**src/include/scc_consts.vh**
```
// Constants for the SMBus clock configuration register bank.
`ifndef SCC_CONSTS_VH
`define SCC_CONSTS_VH

// Register indices.
`define SCC_IDX_PAIR_EN      8'h00
`define SCC_IDX_SPREAD_AMP   8'h01
`define SCC_IDX_PAIR_EDGE    8'h02
`define SCC_IDX_XTAL_COPY    8'h03
`define SCC_IDX_RSVD_ONES    8'h04
`define SCC_IDX_REV_MAKER    8'h05
`define SCC_IDX_TYPE_ID      8'h06
`define SCC_IDX_READ_LEN     8'h07

// Power-up values of the writable fields.
`define SCC_RST_PAIR_EN      4'hf
`define SCC_RST_SPREAD_OVR   1'h0
`define SCC_RST_SPREAD_SW    2'h0
`define SCC_RST_AMPLITUDE    2'h2
`define SCC_RST_PAIR_EDGE    4'hf
`define SCC_RST_REF_EDGE     2'h1
`define SCC_RST_REF_WAKE     1'h0
`define SCC_RST_REF_EN       1'h1
`define SCC_RST_READ_LEN     5'h08

// Fixed read values.
`define SCC_RSVD_BYTE        8'hff
`define SCC_RSVD_NIBBLE      4'hf
`define SCC_UNMAPPED_BYTE    8'h00

// Field positions.
`define SCC_B1_OVR_BIT       5
`define SCC_B3_WAKE_BIT      5
`define SCC_B3_EN_BIT        4

// Default target addresses for the two strap levels, seven bits.
`define SCC_ADDR_STRAP_LO    7'h68
`define SCC_ADDR_STRAP_HI    7'h6a

// Cycles the strap synchronisers need before the strap is latched.
`define SCC_STRAP_SETTLE     2'h3

`endif

```
**src/design/scc_regs.v**
```verilog
// SMBus target with the clock generator configuration and status register bank.
`timescale 1ns/1ps
`default_nettype none
`include "scc_consts.vh"

// Behaviour
// - Target address comes from latched strap pin.
// - Register 0 bits 3:0 gate pairs, reset ones.
// - Register 1 bits 7:6 show latched spread strap.
// - Register 1 bit 5 picks strap or software spread.
// - Software spread field bits 4:3, reset 00.
// - Amplitude field bits 1:0, reset 10.
// - Register 2 bits 3:0 pick pair edge rate.
// - Register 3 bits 7:6 crystal copy edge, reset 01.
// - Register 3 bit 5 keeps copy running powered down.
// - Register 3 bit 4 enables crystal copy, reset 1.
// - Register 4 always reads all ones.
// - Register 5 holds fixed revision and maker codes.
// - Register 6 holds fixed type and identifier.
// - Register 7 bits 4:0 set read length, eight.
// - Block write: index, count, data, all acknowledged.
// - Block read: count byte then data until host nack.
module scc_regs #(
    parameter [3:0] REVISION_CODE = 4'h3,  // Arbitrary value.
    parameter [3:0] MAKER_CODE    = 4'h9,  // Arbitrary value.
    parameter [1:0] PART_TYPE     = 2'h2,  // Arbitrary value.
    parameter [5:0] PART_IDENT    = 6'h15  // Arbitrary value.
) (
    input  wire       clock,
    input  wire       rst_b,
    input  wire       sclIn,
    input  wire       sdaIn,
    output reg        sdaOut,
    output reg        sdaOe,
    input  wire       addressSelectStrap,
    input  wire [1:0] spreadStrapLevel,
    output reg  [3:0] pairOutputEnable,
    output reg  [3:0] pairEdgeRateSel,
    output reg  [1:0] spreadAmount,
    output reg  [1:0] amplitudeSel,
    output reg  [1:0] refEdgeRateSel,
    output reg        refWakeOnLan,
    output reg        refOutputEnable,
    output reg  [4:0] readLength
);

    localparam [3:0] ST_IDLE     = 4'h0;
    localparam [3:0] ST_ADDR     = 4'h1;
    localparam [3:0] ST_ADDR_ACK = 4'h2;
    localparam [3:0] ST_INDEX    = 4'h3;
    localparam [3:0] ST_IDX_ACK  = 4'h4;
    localparam [3:0] ST_COUNT    = 4'h5;
    localparam [3:0] ST_CNT_ACK  = 4'h6;
    localparam [3:0] ST_WDATA    = 4'h7;
    localparam [3:0] ST_WD_ACK   = 4'h8;
    localparam [3:0] ST_RDATA    = 4'h9;
    localparam [3:0] ST_RACK     = 4'ha;

    // Two-stage synchronisers for every pin; the first stage feeds only the second.
    reg       sclS1_r, sclS2_r, sclQ_r, sdaS1_r, sdaS2_r, sdaQ_r, adrS1_r, adrS2_r;
    reg [1:0] sprS1_r, sprS2_r;

    // Strap latches and protocol state.
    reg       strapDone_r, addrStrap_r, readDir_r, hostNack_r;
    reg [1:0] strapCnt_r, spreadStrap_r;
    reg [3:0] state_r, bitCnt_r;
    reg [7:0] shift_r, txByte_r, index_r, remain_r;

    // Software-visible fields.
    reg       spreadOvr_r, refWake_r, refEn_r;
    reg [1:0] spreadSw_r, amp_r, refEdge_r;
    reg [3:0] pairEn_r, pairEdge_r;
    reg [4:0] readLen_r;

    wire sclRise   = sclS2_r & ~sclQ_r;
    wire sclFall   = ~sclS2_r & sclQ_r;
    wire startSeen = sclS2_r & sclQ_r & sdaQ_r & ~sdaS2_r;
    wire stopSeen  = sclS2_r & sclQ_r & ~sdaQ_r & sdaS2_r;
    wire rxState   = (state_r == ST_ADDR) | (state_r == ST_INDEX) |
                     (state_r == ST_COUNT) | (state_r == ST_WDATA);
    wire [6:0] ownAddr = addrStrap_r ? `SCC_ADDR_STRAP_HI : `SCC_ADDR_STRAP_LO;

    // Read value of one register; reserved bits read as ones except bits 7:5 of register 7, which read zero; unknown indices as zero.
    function [7:0] readByte;
        input [7:0] idx;
        begin
            if (idx == `SCC_IDX_PAIR_EN)
                readByte = {`SCC_RSVD_NIBBLE, pairEn_r};
            else if (idx == `SCC_IDX_SPREAD_AMP)
                readByte = {spreadStrap_r, spreadOvr_r, spreadSw_r, 1'b1, amp_r};
            else if (idx == `SCC_IDX_PAIR_EDGE)
                readByte = {`SCC_RSVD_NIBBLE, pairEdge_r};
            else if (idx == `SCC_IDX_XTAL_COPY)
                readByte = {refEdge_r, refWake_r, refEn_r, `SCC_RSVD_NIBBLE};
            else if (idx == `SCC_IDX_RSVD_ONES)
                readByte = `SCC_RSVD_BYTE;
            else if (idx == `SCC_IDX_REV_MAKER)
                readByte = {REVISION_CODE, MAKER_CODE};
            else if (idx == `SCC_IDX_TYPE_ID)
                readByte = {PART_TYPE, PART_IDENT};
            else if (idx == `SCC_IDX_READ_LEN)
                readByte = {3'h0, readLen_r};
            else
                readByte = `SCC_UNMAPPED_BYTE;
        end
    endfunction

    // Pin synchronisers and edge history.
    always @(posedge clock or negedge rst_b)
    begin
        if (!rst_b)
        begin
            // Bus lines rest high, so no false edge follows reset.
            {sclS1_r, sclS2_r, sclQ_r, sdaS1_r, sdaS2_r, sdaQ_r} <= 6'h3f;
            {adrS1_r, adrS2_r, sprS1_r, sprS2_r}                 <= 6'h00;
        end
        else
        begin
            {sclQ_r, sclS2_r, sclS1_r} <= {sclS2_r, sclS1_r, sclIn};
            {sdaQ_r, sdaS2_r, sdaS1_r} <= {sdaS2_r, sdaS1_r, sdaIn};
            {adrS2_r, adrS1_r}         <= {adrS1_r, addressSelectStrap};
            {sprS2_r, sprS1_r}         <= {sprS1_r, spreadStrapLevel};
        end
    end

    // Straps are caught once, after the synchronisers have settled past reset release,
    // so that a strap pin later reused as an output cannot move the address.
    always @(posedge clock or negedge rst_b)
    begin
        if (!rst_b)
        begin
            strapDone_r   <= 1'b0;
            strapCnt_r    <= 2'h0;
            addrStrap_r   <= 1'b0;
            spreadStrap_r <= 2'h0;
        end
        else if (!strapDone_r)
        begin
            strapCnt_r <= strapCnt_r + 2'h1;
            if (strapCnt_r == `SCC_STRAP_SETTLE)
            begin
                strapDone_r   <= 1'b1;
                addrStrap_r   <= adrS2_r;
                spreadStrap_r <= {sprS2_r[1], sprS2_r[1] | sprS2_r[0]};
            end
        end
    end

    // Outputs that steer the clock generator, all straight from flip-flops.
    always @(posedge clock or negedge rst_b)
    begin
        if (!rst_b)
        begin
            sdaOut           <= 1'b0;
            pairOutputEnable <= `SCC_RST_PAIR_EN;
            pairEdgeRateSel  <= `SCC_RST_PAIR_EDGE;
            spreadAmount     <= 2'h0;
            amplitudeSel     <= `SCC_RST_AMPLITUDE;
            refEdgeRateSel   <= `SCC_RST_REF_EDGE;
            refWakeOnLan     <= `SCC_RST_REF_WAKE;
            refOutputEnable  <= `SCC_RST_REF_EN;
            readLength       <= `SCC_RST_READ_LEN;
        end
        else
        begin
            sdaOut           <= 1'b0;
            pairOutputEnable <= pairEn_r;
            pairEdgeRateSel  <= pairEdge_r;
            spreadAmount     <= spreadOvr_r ? spreadSw_r : spreadStrap_r;
            amplitudeSel     <= amp_r;
            refEdgeRateSel   <= refEdge_r;
            refWakeOnLan     <= refWake_r;
            refOutputEnable  <= refEn_r;
            readLength       <= readLen_r;
        end
    end

    // Byte engine: bits are sampled on a rising SCL edge and the data line is only
    // changed after a falling edge, so the host never sees it move while SCL is high.
    always @(posedge clock or negedge rst_b)
    begin
        if (!rst_b)
        begin
            state_r     <= ST_IDLE;
            bitCnt_r    <= 4'h0;
            shift_r     <= 8'h00;
            txByte_r    <= 8'h00;
            index_r     <= 8'h00;
            remain_r    <= 8'h00;
            readDir_r   <= 1'b0;
            hostNack_r  <= 1'b0;
            sdaOe       <= 1'b0;
            pairEn_r    <= `SCC_RST_PAIR_EN;
            spreadOvr_r <= `SCC_RST_SPREAD_OVR;
            spreadSw_r  <= `SCC_RST_SPREAD_SW;
            amp_r       <= `SCC_RST_AMPLITUDE;
            pairEdge_r  <= `SCC_RST_PAIR_EDGE;
            refEdge_r   <= `SCC_RST_REF_EDGE;
            refWake_r   <= `SCC_RST_REF_WAKE;
            refEn_r     <= `SCC_RST_REF_EN;
            readLen_r   <= `SCC_RST_READ_LEN;
        end
        else if (startSeen)
        begin
            state_r  <= ST_ADDR;
            bitCnt_r <= 4'h0;
            sdaOe    <= 1'b0;
        end
        else if (stopSeen)
        begin
            state_r <= ST_IDLE;
            sdaOe   <= 1'b0;
        end
        else if (sclRise)
        begin
            if (rxState)
            begin
                shift_r  <= {shift_r[6:0], sdaS2_r};
                bitCnt_r <= bitCnt_r + 4'h1;
            end
            else if (state_r == ST_RDATA)
                bitCnt_r <= bitCnt_r + 4'h1;
            else if (state_r == ST_RACK)
                hostNack_r <= sdaS2_r;
        end
        else if (sclFall)
        begin
            case (state_r)
                ST_ADDR, ST_INDEX, ST_COUNT, ST_WDATA:
                begin
                    if (bitCnt_r == 4'h8)
                    begin
                        bitCnt_r <= 4'h0;
                        sdaOe    <= 1'b1;
                        if (state_r == ST_ADDR)
                        begin
                            readDir_r <= shift_r[0];
                            // A foreign address is neither acknowledged nor followed.
                            sdaOe     <= (shift_r[7:1] == ownAddr);
                            state_r   <= (shift_r[7:1] == ownAddr) ? ST_ADDR_ACK : ST_IDLE;
                        end
                        else if (state_r == ST_INDEX)
                        begin
                            index_r <= shift_r;
                            state_r <= ST_IDX_ACK;
                        end
                        else if (state_r == ST_COUNT)
                        begin
                            remain_r <= shift_r;
                            state_r  <= ST_CNT_ACK;
                        end
                        else
                        begin
                            // Bytes beyond the announced count are acknowledged but dropped.
                            state_r <= ST_WD_ACK;
                            if (remain_r != 8'h00)
                            begin
                                remain_r <= remain_r - 8'h01;
                                index_r  <= index_r + 8'h01;
                                // Only writable fields are taken; the rest stay fixed.
                                if (index_r == `SCC_IDX_PAIR_EN)
                                    pairEn_r <= shift_r[3:0];
                                else if (index_r == `SCC_IDX_SPREAD_AMP)
                                begin
                                    spreadOvr_r <= shift_r[`SCC_B1_OVR_BIT];
                                    spreadSw_r  <= shift_r[4:3];
                                    amp_r       <= shift_r[1:0];
                                end
                                else if (index_r == `SCC_IDX_PAIR_EDGE)
                                    pairEdge_r <= shift_r[3:0];
                                else if (index_r == `SCC_IDX_XTAL_COPY)
                                begin
                                    refEdge_r <= shift_r[7:6];
                                    refWake_r <= shift_r[`SCC_B3_WAKE_BIT];
                                    refEn_r   <= shift_r[`SCC_B3_EN_BIT];
                                end
                                else if (index_r == `SCC_IDX_READ_LEN)
                                    readLen_r <= shift_r[4:0];
                            end
                        end
                    end
                end
                ST_ADDR_ACK:
                begin
                    bitCnt_r <= 4'h0;
                    if (readDir_r)
                    begin
                        // The first byte of a block read is the byte count.
                        txByte_r <= {3'h0, readLen_r};
                        sdaOe    <= 1'b1;
                        state_r  <= ST_RDATA;
                    end
                    else
                    begin
                        sdaOe   <= 1'b0;
                        state_r <= ST_INDEX;
                    end
                end
                ST_IDX_ACK, ST_CNT_ACK, ST_WD_ACK:
                begin
                    // Release the acknowledge; the index is followed by the count.
                    sdaOe   <= 1'b0;
                    state_r <= (state_r == ST_IDX_ACK) ? ST_COUNT : ST_WDATA;
                end
                ST_RDATA:
                begin
                    if (bitCnt_r == 4'h8)
                    begin
                        sdaOe   <= 1'b0;
                        state_r <= ST_RACK;
                    end
                    else
                        sdaOe <= ~txByte_r[3'h7 - bitCnt_r[2:0]];
                end
                ST_RACK:
                begin
                    bitCnt_r <= 4'h0;
                    if (hostNack_r)
                        state_r <= ST_IDLE;
                    else
                    begin
                        txByte_r <= readByte(index_r);
                        sdaOe    <= ~|(readByte(index_r) & 8'h80);
                        index_r  <= index_r + 8'h01;
                        state_r  <= ST_RDATA;
                    end
                end
                default:
                    sdaOe <= 1'b0;
            endcase
        end
    end

endmodule // scc_regs

`default_nettype wire

```
**config.mk**
```make
export PLATFORM = sky130hd
export DESIGN_NAME = scc_regs
export DESIGN_NICKNAME = d
export VERILOG_FILES = /design/src/design/scc_regs.v
export VERILOG_INCLUDE_DIRS = /design/src /design/src/include
export SDC_FILE = /design/constraint.sdc
export NUM_CORES = 1
export LEC_CHECK = 0
export BUFFER_PORTS_ARGS = -buffer_cell sky130_fd_sc_hd__buf_2
export CAP_MARGIN = 15
export CORE_UTILIZATION = 55
export DETAILED_ROUTE_END_ITERATION = 6
export GPL_TIMING_DRIVEN = 0
export PLACE_DENSITY = 0.72
export SYNTH_ARGS = -nofsm -noshare
export SYNTH_HDL_FRONTEND = slang
export SYNTH_SLANG_ARGS = --single-unit
```
**constraint.sdc**
```tcl
create_clock -name clock -period 2.4 [get_ports clock]
set_input_delay 0 -clock clock [delete_from_list [all_inputs] [get_ports clock]]
set_output_delay 0 -clock clock [all_outputs]
set_load 0.1 [all_outputs]
```
==> reports/qor.csv, run 1 <==
stage;metric;value;unit
synth;syn_avg_cell_area;10.6;um2
setup_path;setup.worst_path.start;bitCnt_r[0]$_DFFE_PN0P_;
synth;yosysMostFrequentCell;dfrtp_1;
status;status;finished, final reports clean;
sta;slew_violations;0;
synth;yosysWarnings;0;
die;rows;35;
synth;synth_cell_types;74;
global_routing;grt_usage;26.0;%
place;portBuffers;28;
synth;seq_area_frac_synth;50.4;%
global_routing;grt_pass1_vias;3834;
setup_path;start_kind;flop;
sta;setup_tns;0;ps
synth;ys.flop_type;dfrtp_1;
sta;fin_crit;2250;ps
sta;holdWs;78.4;ps
sta;fmax;445;MHz
die;die_h;99.6;um
synth;synth_seq_cells;104;
cells_and_area;final_nets;558;
die;die_x;99.6;um
die;start_util;56.7;%
drt;vias_per_cell;6.06;
power_and_ir_drop;vdd_ir_drop_max;0.364;mV
die;dieArea;0.00992;mm2
sta;max_slew_margin;60.3;%
cells_and_area;area_delta_synth_final;12.9;%
cells_and_area;drive_gt1_share;28.0;%
drt;wl;12.0;mm
cells_and_area;nFillCells;754;
global_routing;grt_pass1_wl;19.9;mm
clocking;root_buffer;clkbuf_8;
synth;synth_nets;513;
cells_and_area;final_core_util;64.0;%
run;maxCapViolations;0;
place;dp.cells;651;
clocking;cts_tree;done;
drt;drc_errors;0;
clocking;clk_pin_slew;110;ps
min_path;holdCritPathClass;in2async;
place;dp_hpwl;8.37;mm
drt;drtPass1Iterations;4;
die;io_pins;30;
sta;setup_viol;0;
synth;synth_largest_area_cell;dfrtp_1;
cells_and_area;antenna_cells;0;
drt;ant_nets;0;
clocking;h-tree-depth;3;
global_routing;grt_max_degree;78;
global_routing;overflow;0;
synth;synthCells;493;
power_and_ir_drop;leakage;0.00263;uW
drt;wl_per_cell;17.9;um
drt;first_iter_violations;365;
drt;vias;4072;
sta;post-route-period-util;93.6;%
clocking;cts_sinks;104;
sta;finClkSkew;10.4;ps
power_and_ir_drop;powerDensity;573;mW/mm2
synth;syn_area;0.00524;mm2
synth;async_flop_share;100;%
place;place_congestion;0.907;
setup_path;crit_path_max_fanout;9;
sta;hold_viol;0;
global_routing;antenna_found_initial;0;
setup_path;worstPathArrival;2510;ps
die;core_area;0.00924;mm2
setup_path;cp-end-kind;flop;
power_and_ir_drop;power.total;3390;uW
setup_path;worstSetupPathType;reg2reg;
sta;rsz0062_at_grt;false;
setup_path;required;2670;ps
clocking;cts_buffers;9;
clocking;clk_latency;370;ps
clocking;clockBufferDepth;2;
setup_path;r2r_start;bitCnt_r[0]$_DFFE_PN0P_;
synth;synth_top_cell_area_share;35.3;%
synth;synth_edf_count;0;
synth;synthTopCellsByCount;dfrtp_1, nand2_1, a21oi_1;
synth;ys_top_cells_by_area;dfrtp_1, dfstp_2, mux2_2;
cells_and_area;post_layout_nonfiller_instances;672;
sta;worst_pin_slew;595;ps
[cell type report]
type | instances | area [um2] | area share [%]
inverters | 20 | 75.1 | 1.27
repair buffers | 36 | 238 | 4.02
multi-input cells | 338 | 2430 | 41.2
flip-flops and latches | 104 | 2640 | 44.7
clock inverters | 4 | 37.5 | 0.635
well taps | 129 | 161 | 2.73
clock buffers | 12 | 188 | 3.17
plain buffers | 29 | 138 | 2.33
[cell usage in the layout, fill, tap and decap left out, types with 9 or more instances in the layout]
cell,instances
a21oi_1,40
buf_2,33
clkbuf_1,17
clkbuf_8,10
dfrtp_1,73
dfstp_2,30
ha_1,13
inv_1,20
mux2_2,35
mux2i_1,9
nand2_1,43
nand2b_1,10
nand3_1,18
nor2_1,16
o21ai_0,37
[cell families after synthesis]
logic type,share of synthesized area [%]
AND/OR/NAND/NOR,15.3
AO/OA/AOI/OAI,15.2
other,0.0716
buffers and inverters,4.18
multiplexers,11.1
XOR/XNOR,0.669
adder cells (fa/ha/maj),3.10
flip-flops,50.4
[timing repair]
item / in CTS / in global routing
resized for setup: 3 / 9
setup endpoints to repair: 14 / 37
pin swaps: 0 / 2
hold buffers: 6 / 0
setup buffers: 0 / 1
hold endpoints to repair: 85 / 0
[power breakdown]
group          switching [uW]  internal [uW]  leakage [uW]
registers                46.0           1800       0.00131
clock network             642            548      0.000115
logic                     243            115       0.00121
total                     931           2460       0.00263
[layer usage]
| layer | part of all wire [%] | vias up | GRT usage (%) |
|---|---|---|---|
| met5 | 0 | - | 0 |
| met4 | 1.9 | 0 | 7.24 |
| met3 | 3.9 | 24 | 4.57 |
| met2 | 47 | 128 | 41.8 |
| met1 | 47 | 2047 | 36.5 |
| li1 | - | 1873 | - |
[sequential cells by signal, summed over array words and instances (netlist names), 4 cells and up]
name	flops
bitCnt_r	4
index_r	8
pairEdge_r	4
pairEdgeRateSel	4
txByte_r	8
state_r	4
pairEn_r	4
pairOutputEnable	4
remain_r	8
readLength	5
shift_r	8
readLen_r	5
[metrics by stage]
| step | instance area, um2 | setup WS, ps |
|---|---|---|
| 4_1_cts | 5870 | 101 |
| 6_report | 5910 | 154 |
| 3_3_place_gp | 5540 | -35.6 |
| 3_5_place_dp | 5570 | -138 |
| 2_1_floorplan | 5240 | 325 |
| 5_1_grt | 5910 | 2.48 |
[path summary, 6_finish.rpt]
kind	endpoint	slack, ps	cells after the start
max	state_r[0]$_DFFE_PN0P_	150	8
min	bitCnt_r[1]$_DFFE_PN0P_	80	2
max reg2reg	state_r[0]$_DFFE_PN0P_	150	8
min reg2reg	sprS2_r[0]$_DFF_PN0_	360	0
max in group asynchronous	refEn_r$_DFFE_PN1P_	1600	3
min in group clock	adrS1_r$_DFF_PN0_	260	2
[worst max-delay path: stages (launching register included)]
cell,delay [ps]
dfrtp_2,480
inv_1,110
ha_1,140
and3b_1,160
buf_2,220
and3_1,180
o221ai_1,210
a21oi_1,280
mux2_2,360
No activity file was read; power rests on OpenSTA's default activity.
==> inputs of run 2 (changes only) <==
--- a/config.mk
+++ b/config.mk
@@ -11,7 +11,7 @@
 export CORE_UTILIZATION = 55
 export DETAILED_ROUTE_END_ITERATION = 6
 export GPL_TIMING_DRIVEN = 0
-export PLACE_DENSITY = 0.72
+export PLACE_DENSITY = 0.73
 export SYNTH_ARGS = -nofsm -noshare
 export SYNTH_HDL_FRONTEND = slang
 export SYNTH_SLANG_ARGS = --single-unit
==> run 2 against run 1 <==
Net effect: critical path depth is 1 higher; critical endpoint is now index_r[1]$_DFFE_PN0P_; final cell count is 0.15% higher; largest cell class unchanged; cell area is 0.72% lower; routed wire length is 1.0% lower; clock power is 14% lower; maximum frequency is 1.2% lower; largest power group unchanged; first-iteration DRC count is 5.2% higher.
==> reports/qor.csv, run 2 (synthesized netlist as in run 1, its figures left out) <==
stage;metric;value;unit
setup_path;worstPathArrival;2570;ps
setup_path;reg2reg_to;index_r[1]$_DFFE_PN0P_;
cells_and_area;final_cell_mix;dfrtp_1, nand2_1, a21oi_1;
sta;finClkSkew;7.45;ps
drt;first_iter_violations;384;
setup_path;crit_path_max_fanout;10;
global_routing;grt_usage;25.5;%
sta;post-route-period-util;94.7;%
setup_path;cp-end-kind;flop;
setup_path;start_kind;flop;
cells_and_area;final_nets;559;
setup_path;worstSetupPathType;reg2reg;
die;die_x;99.6;um
place;post-place-ws;-239;ps
sta;fin_crit;2270;ps
cells_and_area;drive_gt1_share;28.1;%
die;die_h;99.6;um
power_and_ir_drop;power.total;3210;uW
setup_path;r2r_start;bitCnt_r[0]$_DFFE_PN0P_;
sta;hold_viol;0;
cells_and_area;stdcell_area;0.00587;mm2
die;io_pins;30;
sta;holdWs;166;ps
setup_path;slowest_stage;a311oi_4;
setup_path;cp_cell_sequence;inv_1 > ha_1 > and3b_1 > buf_2 > a2bb2oi_1 > a311oi_4 > buf_4 > nor2_1 > a21oi_1;
drt;drtPass1Iterations;5;
drt;wl;11.9;mm
die;core_area;0.00924;mm2
cells_and_area;area_delta_synth_final;12.1;%
setup_path;rrSetupSlack;130;ps
global_routing;overflow;0;
run;maxCapViolations;0;
die;start_util;56.7;%
power_and_ir_drop;vdd_ir_drop_max;0.251;mV
clocking;cts_buffers;9;
drt;wl_per_cell;17.7;um
clocking;cts_tree;done;
global_routing;antenna_found_initial;0;
clocking;clockBufferDepth;2;
place;placed_area;0.00557;mm2
drt;vias_per_cell;5.95;
global_routing;grt_max_degree;59;
min_path;holdCritPathClass;in2async;
global_routing;grt_pass1_wl;19.5;mm
die;dieArea;0.00992;mm2
sta;rsz0062_at_grt;false;
die;rows;35;
sta;max_slew_margin;59.2;%
sta;slew_violations;0;
sta;setup_viol;0;
place;place_congestion;0.993;
cells_and_area;final_core_util;63.5;%
power_and_ir_drop;powerDensity;547;mW/mm2
cells_and_area;layout_commonest_cell;dfrtp_1;
global_routing;grt_pass1_vias;3803;
clocking;root_buffer;clkbuf_8;
clocking;h-tree-depth;3;
drt;vias;4004;
setup_path;required;2700;ps
clocking;cts_sinks;104;
clocking;clk_pin_slew;100;ps
setup_path;reg2reg_depth;9;
drt;ant_nets;0;
sta;fmax;440;MHz
setup_path;max_stage_delay;510;ps
power_and_ir_drop;leakage;0.00261;uW
clocking;clk_latency;360;ps
drt;drc_errors;0;
status;status;finished, final reports clean;
cells_and_area;antenna_cells;0;
place;portBuffers;28;
sta;worst_pin_slew;611;ps
place;dp_hpwl;8.37;mm
sta;layout_setup_ws;126;ps
==> run 2: changes by cell type in the layout (fill, tap and decap cells not counted), sizes merged <==
cell	before	now
buf	40	41
clkbuf	31	29
clkinvlp	0	1
inv	22	23
==> run 2: per-stage QoR <==
stage / cells / TNS, ps
after floorplan: 493 / 0
after global placement: 650 / -870
after detailed placement: 651 / -1680
after CTS: 673 / 0
after global routing: 673 / 0
final: 673 / 0
==> run 2: cell type report <==
class                           instances  area (um2)
Tap cell                              129         161
Sequential cell                       104        2640
Fill cell                             738        3370
Buffer                                 29         140
Timing Repair Buffer                   37         245
Inverter                               20        75.1
Multi-Input combinational cell        338        2430
Clock inverter                          6        50.0
Clock buffer                           10         128
==> run 2: timing repair <==
action	in CTS	in global routing
hold buffers	6	0
setup endpoints to repair	20	32
pin swaps	1	3
buffers inserted	1	1
hold endpoints to repair	31	0
resized for setup	4	9
==> run 2: worst max-delay path by stage <==
stage,from,endpoint,slack [ps]
final,bitCnt_r[0]$_DFFE_PN0P_,index_r[1]$_DFFE_PN0P_,130
after global routing,bitCnt_r[0]$_DFFE_PN0P_,index_r[1]$_DFFE_PN0P_,4
after CTS,index_r[0]$_DFFE_PN0P_,sdaOe$_DFFE_PN0P_,7
after detailed placement,sclS2_r$_DFF_PN1_,bitCnt_r[2]$_DFFE_PN0P_,-240
after global placement,sclS2_r$_DFF_PN1_,bitCnt_r[2]$_DFFE_PN0P_,-220
after floorplan,bitCnt_r[0]$_DFFE_PN0P_,state_r[0]$_DFFE_PN0P_,320
==> run 2: power breakdown <==
| group | internal, uW | switching (uW) |
|---|---|---|
| Sequential | 1800 | 41.0 |
| Clock | 393 | 626 |
| Combinational | 116 | 237 |
==> run 2: worst max-delay path: cells and delay by family, from the launching register on <==
family                     cells  cell delay, ps
buffers and inverters          3             600
and+or+nand+nor                2             220
DFF                            1             480
AOI/OAI and AO/OA              3             740
adders and majority gates      1             160
==> run 2: routing by layer <==
layer  track usage, %  part of all wire, %  wire (um)
met5                0                    0          0
met4             11.7                  3.0        351
met3             3.30                  5.3        632
met2             39.3                   46       5490
met1             36.3                   46       5420
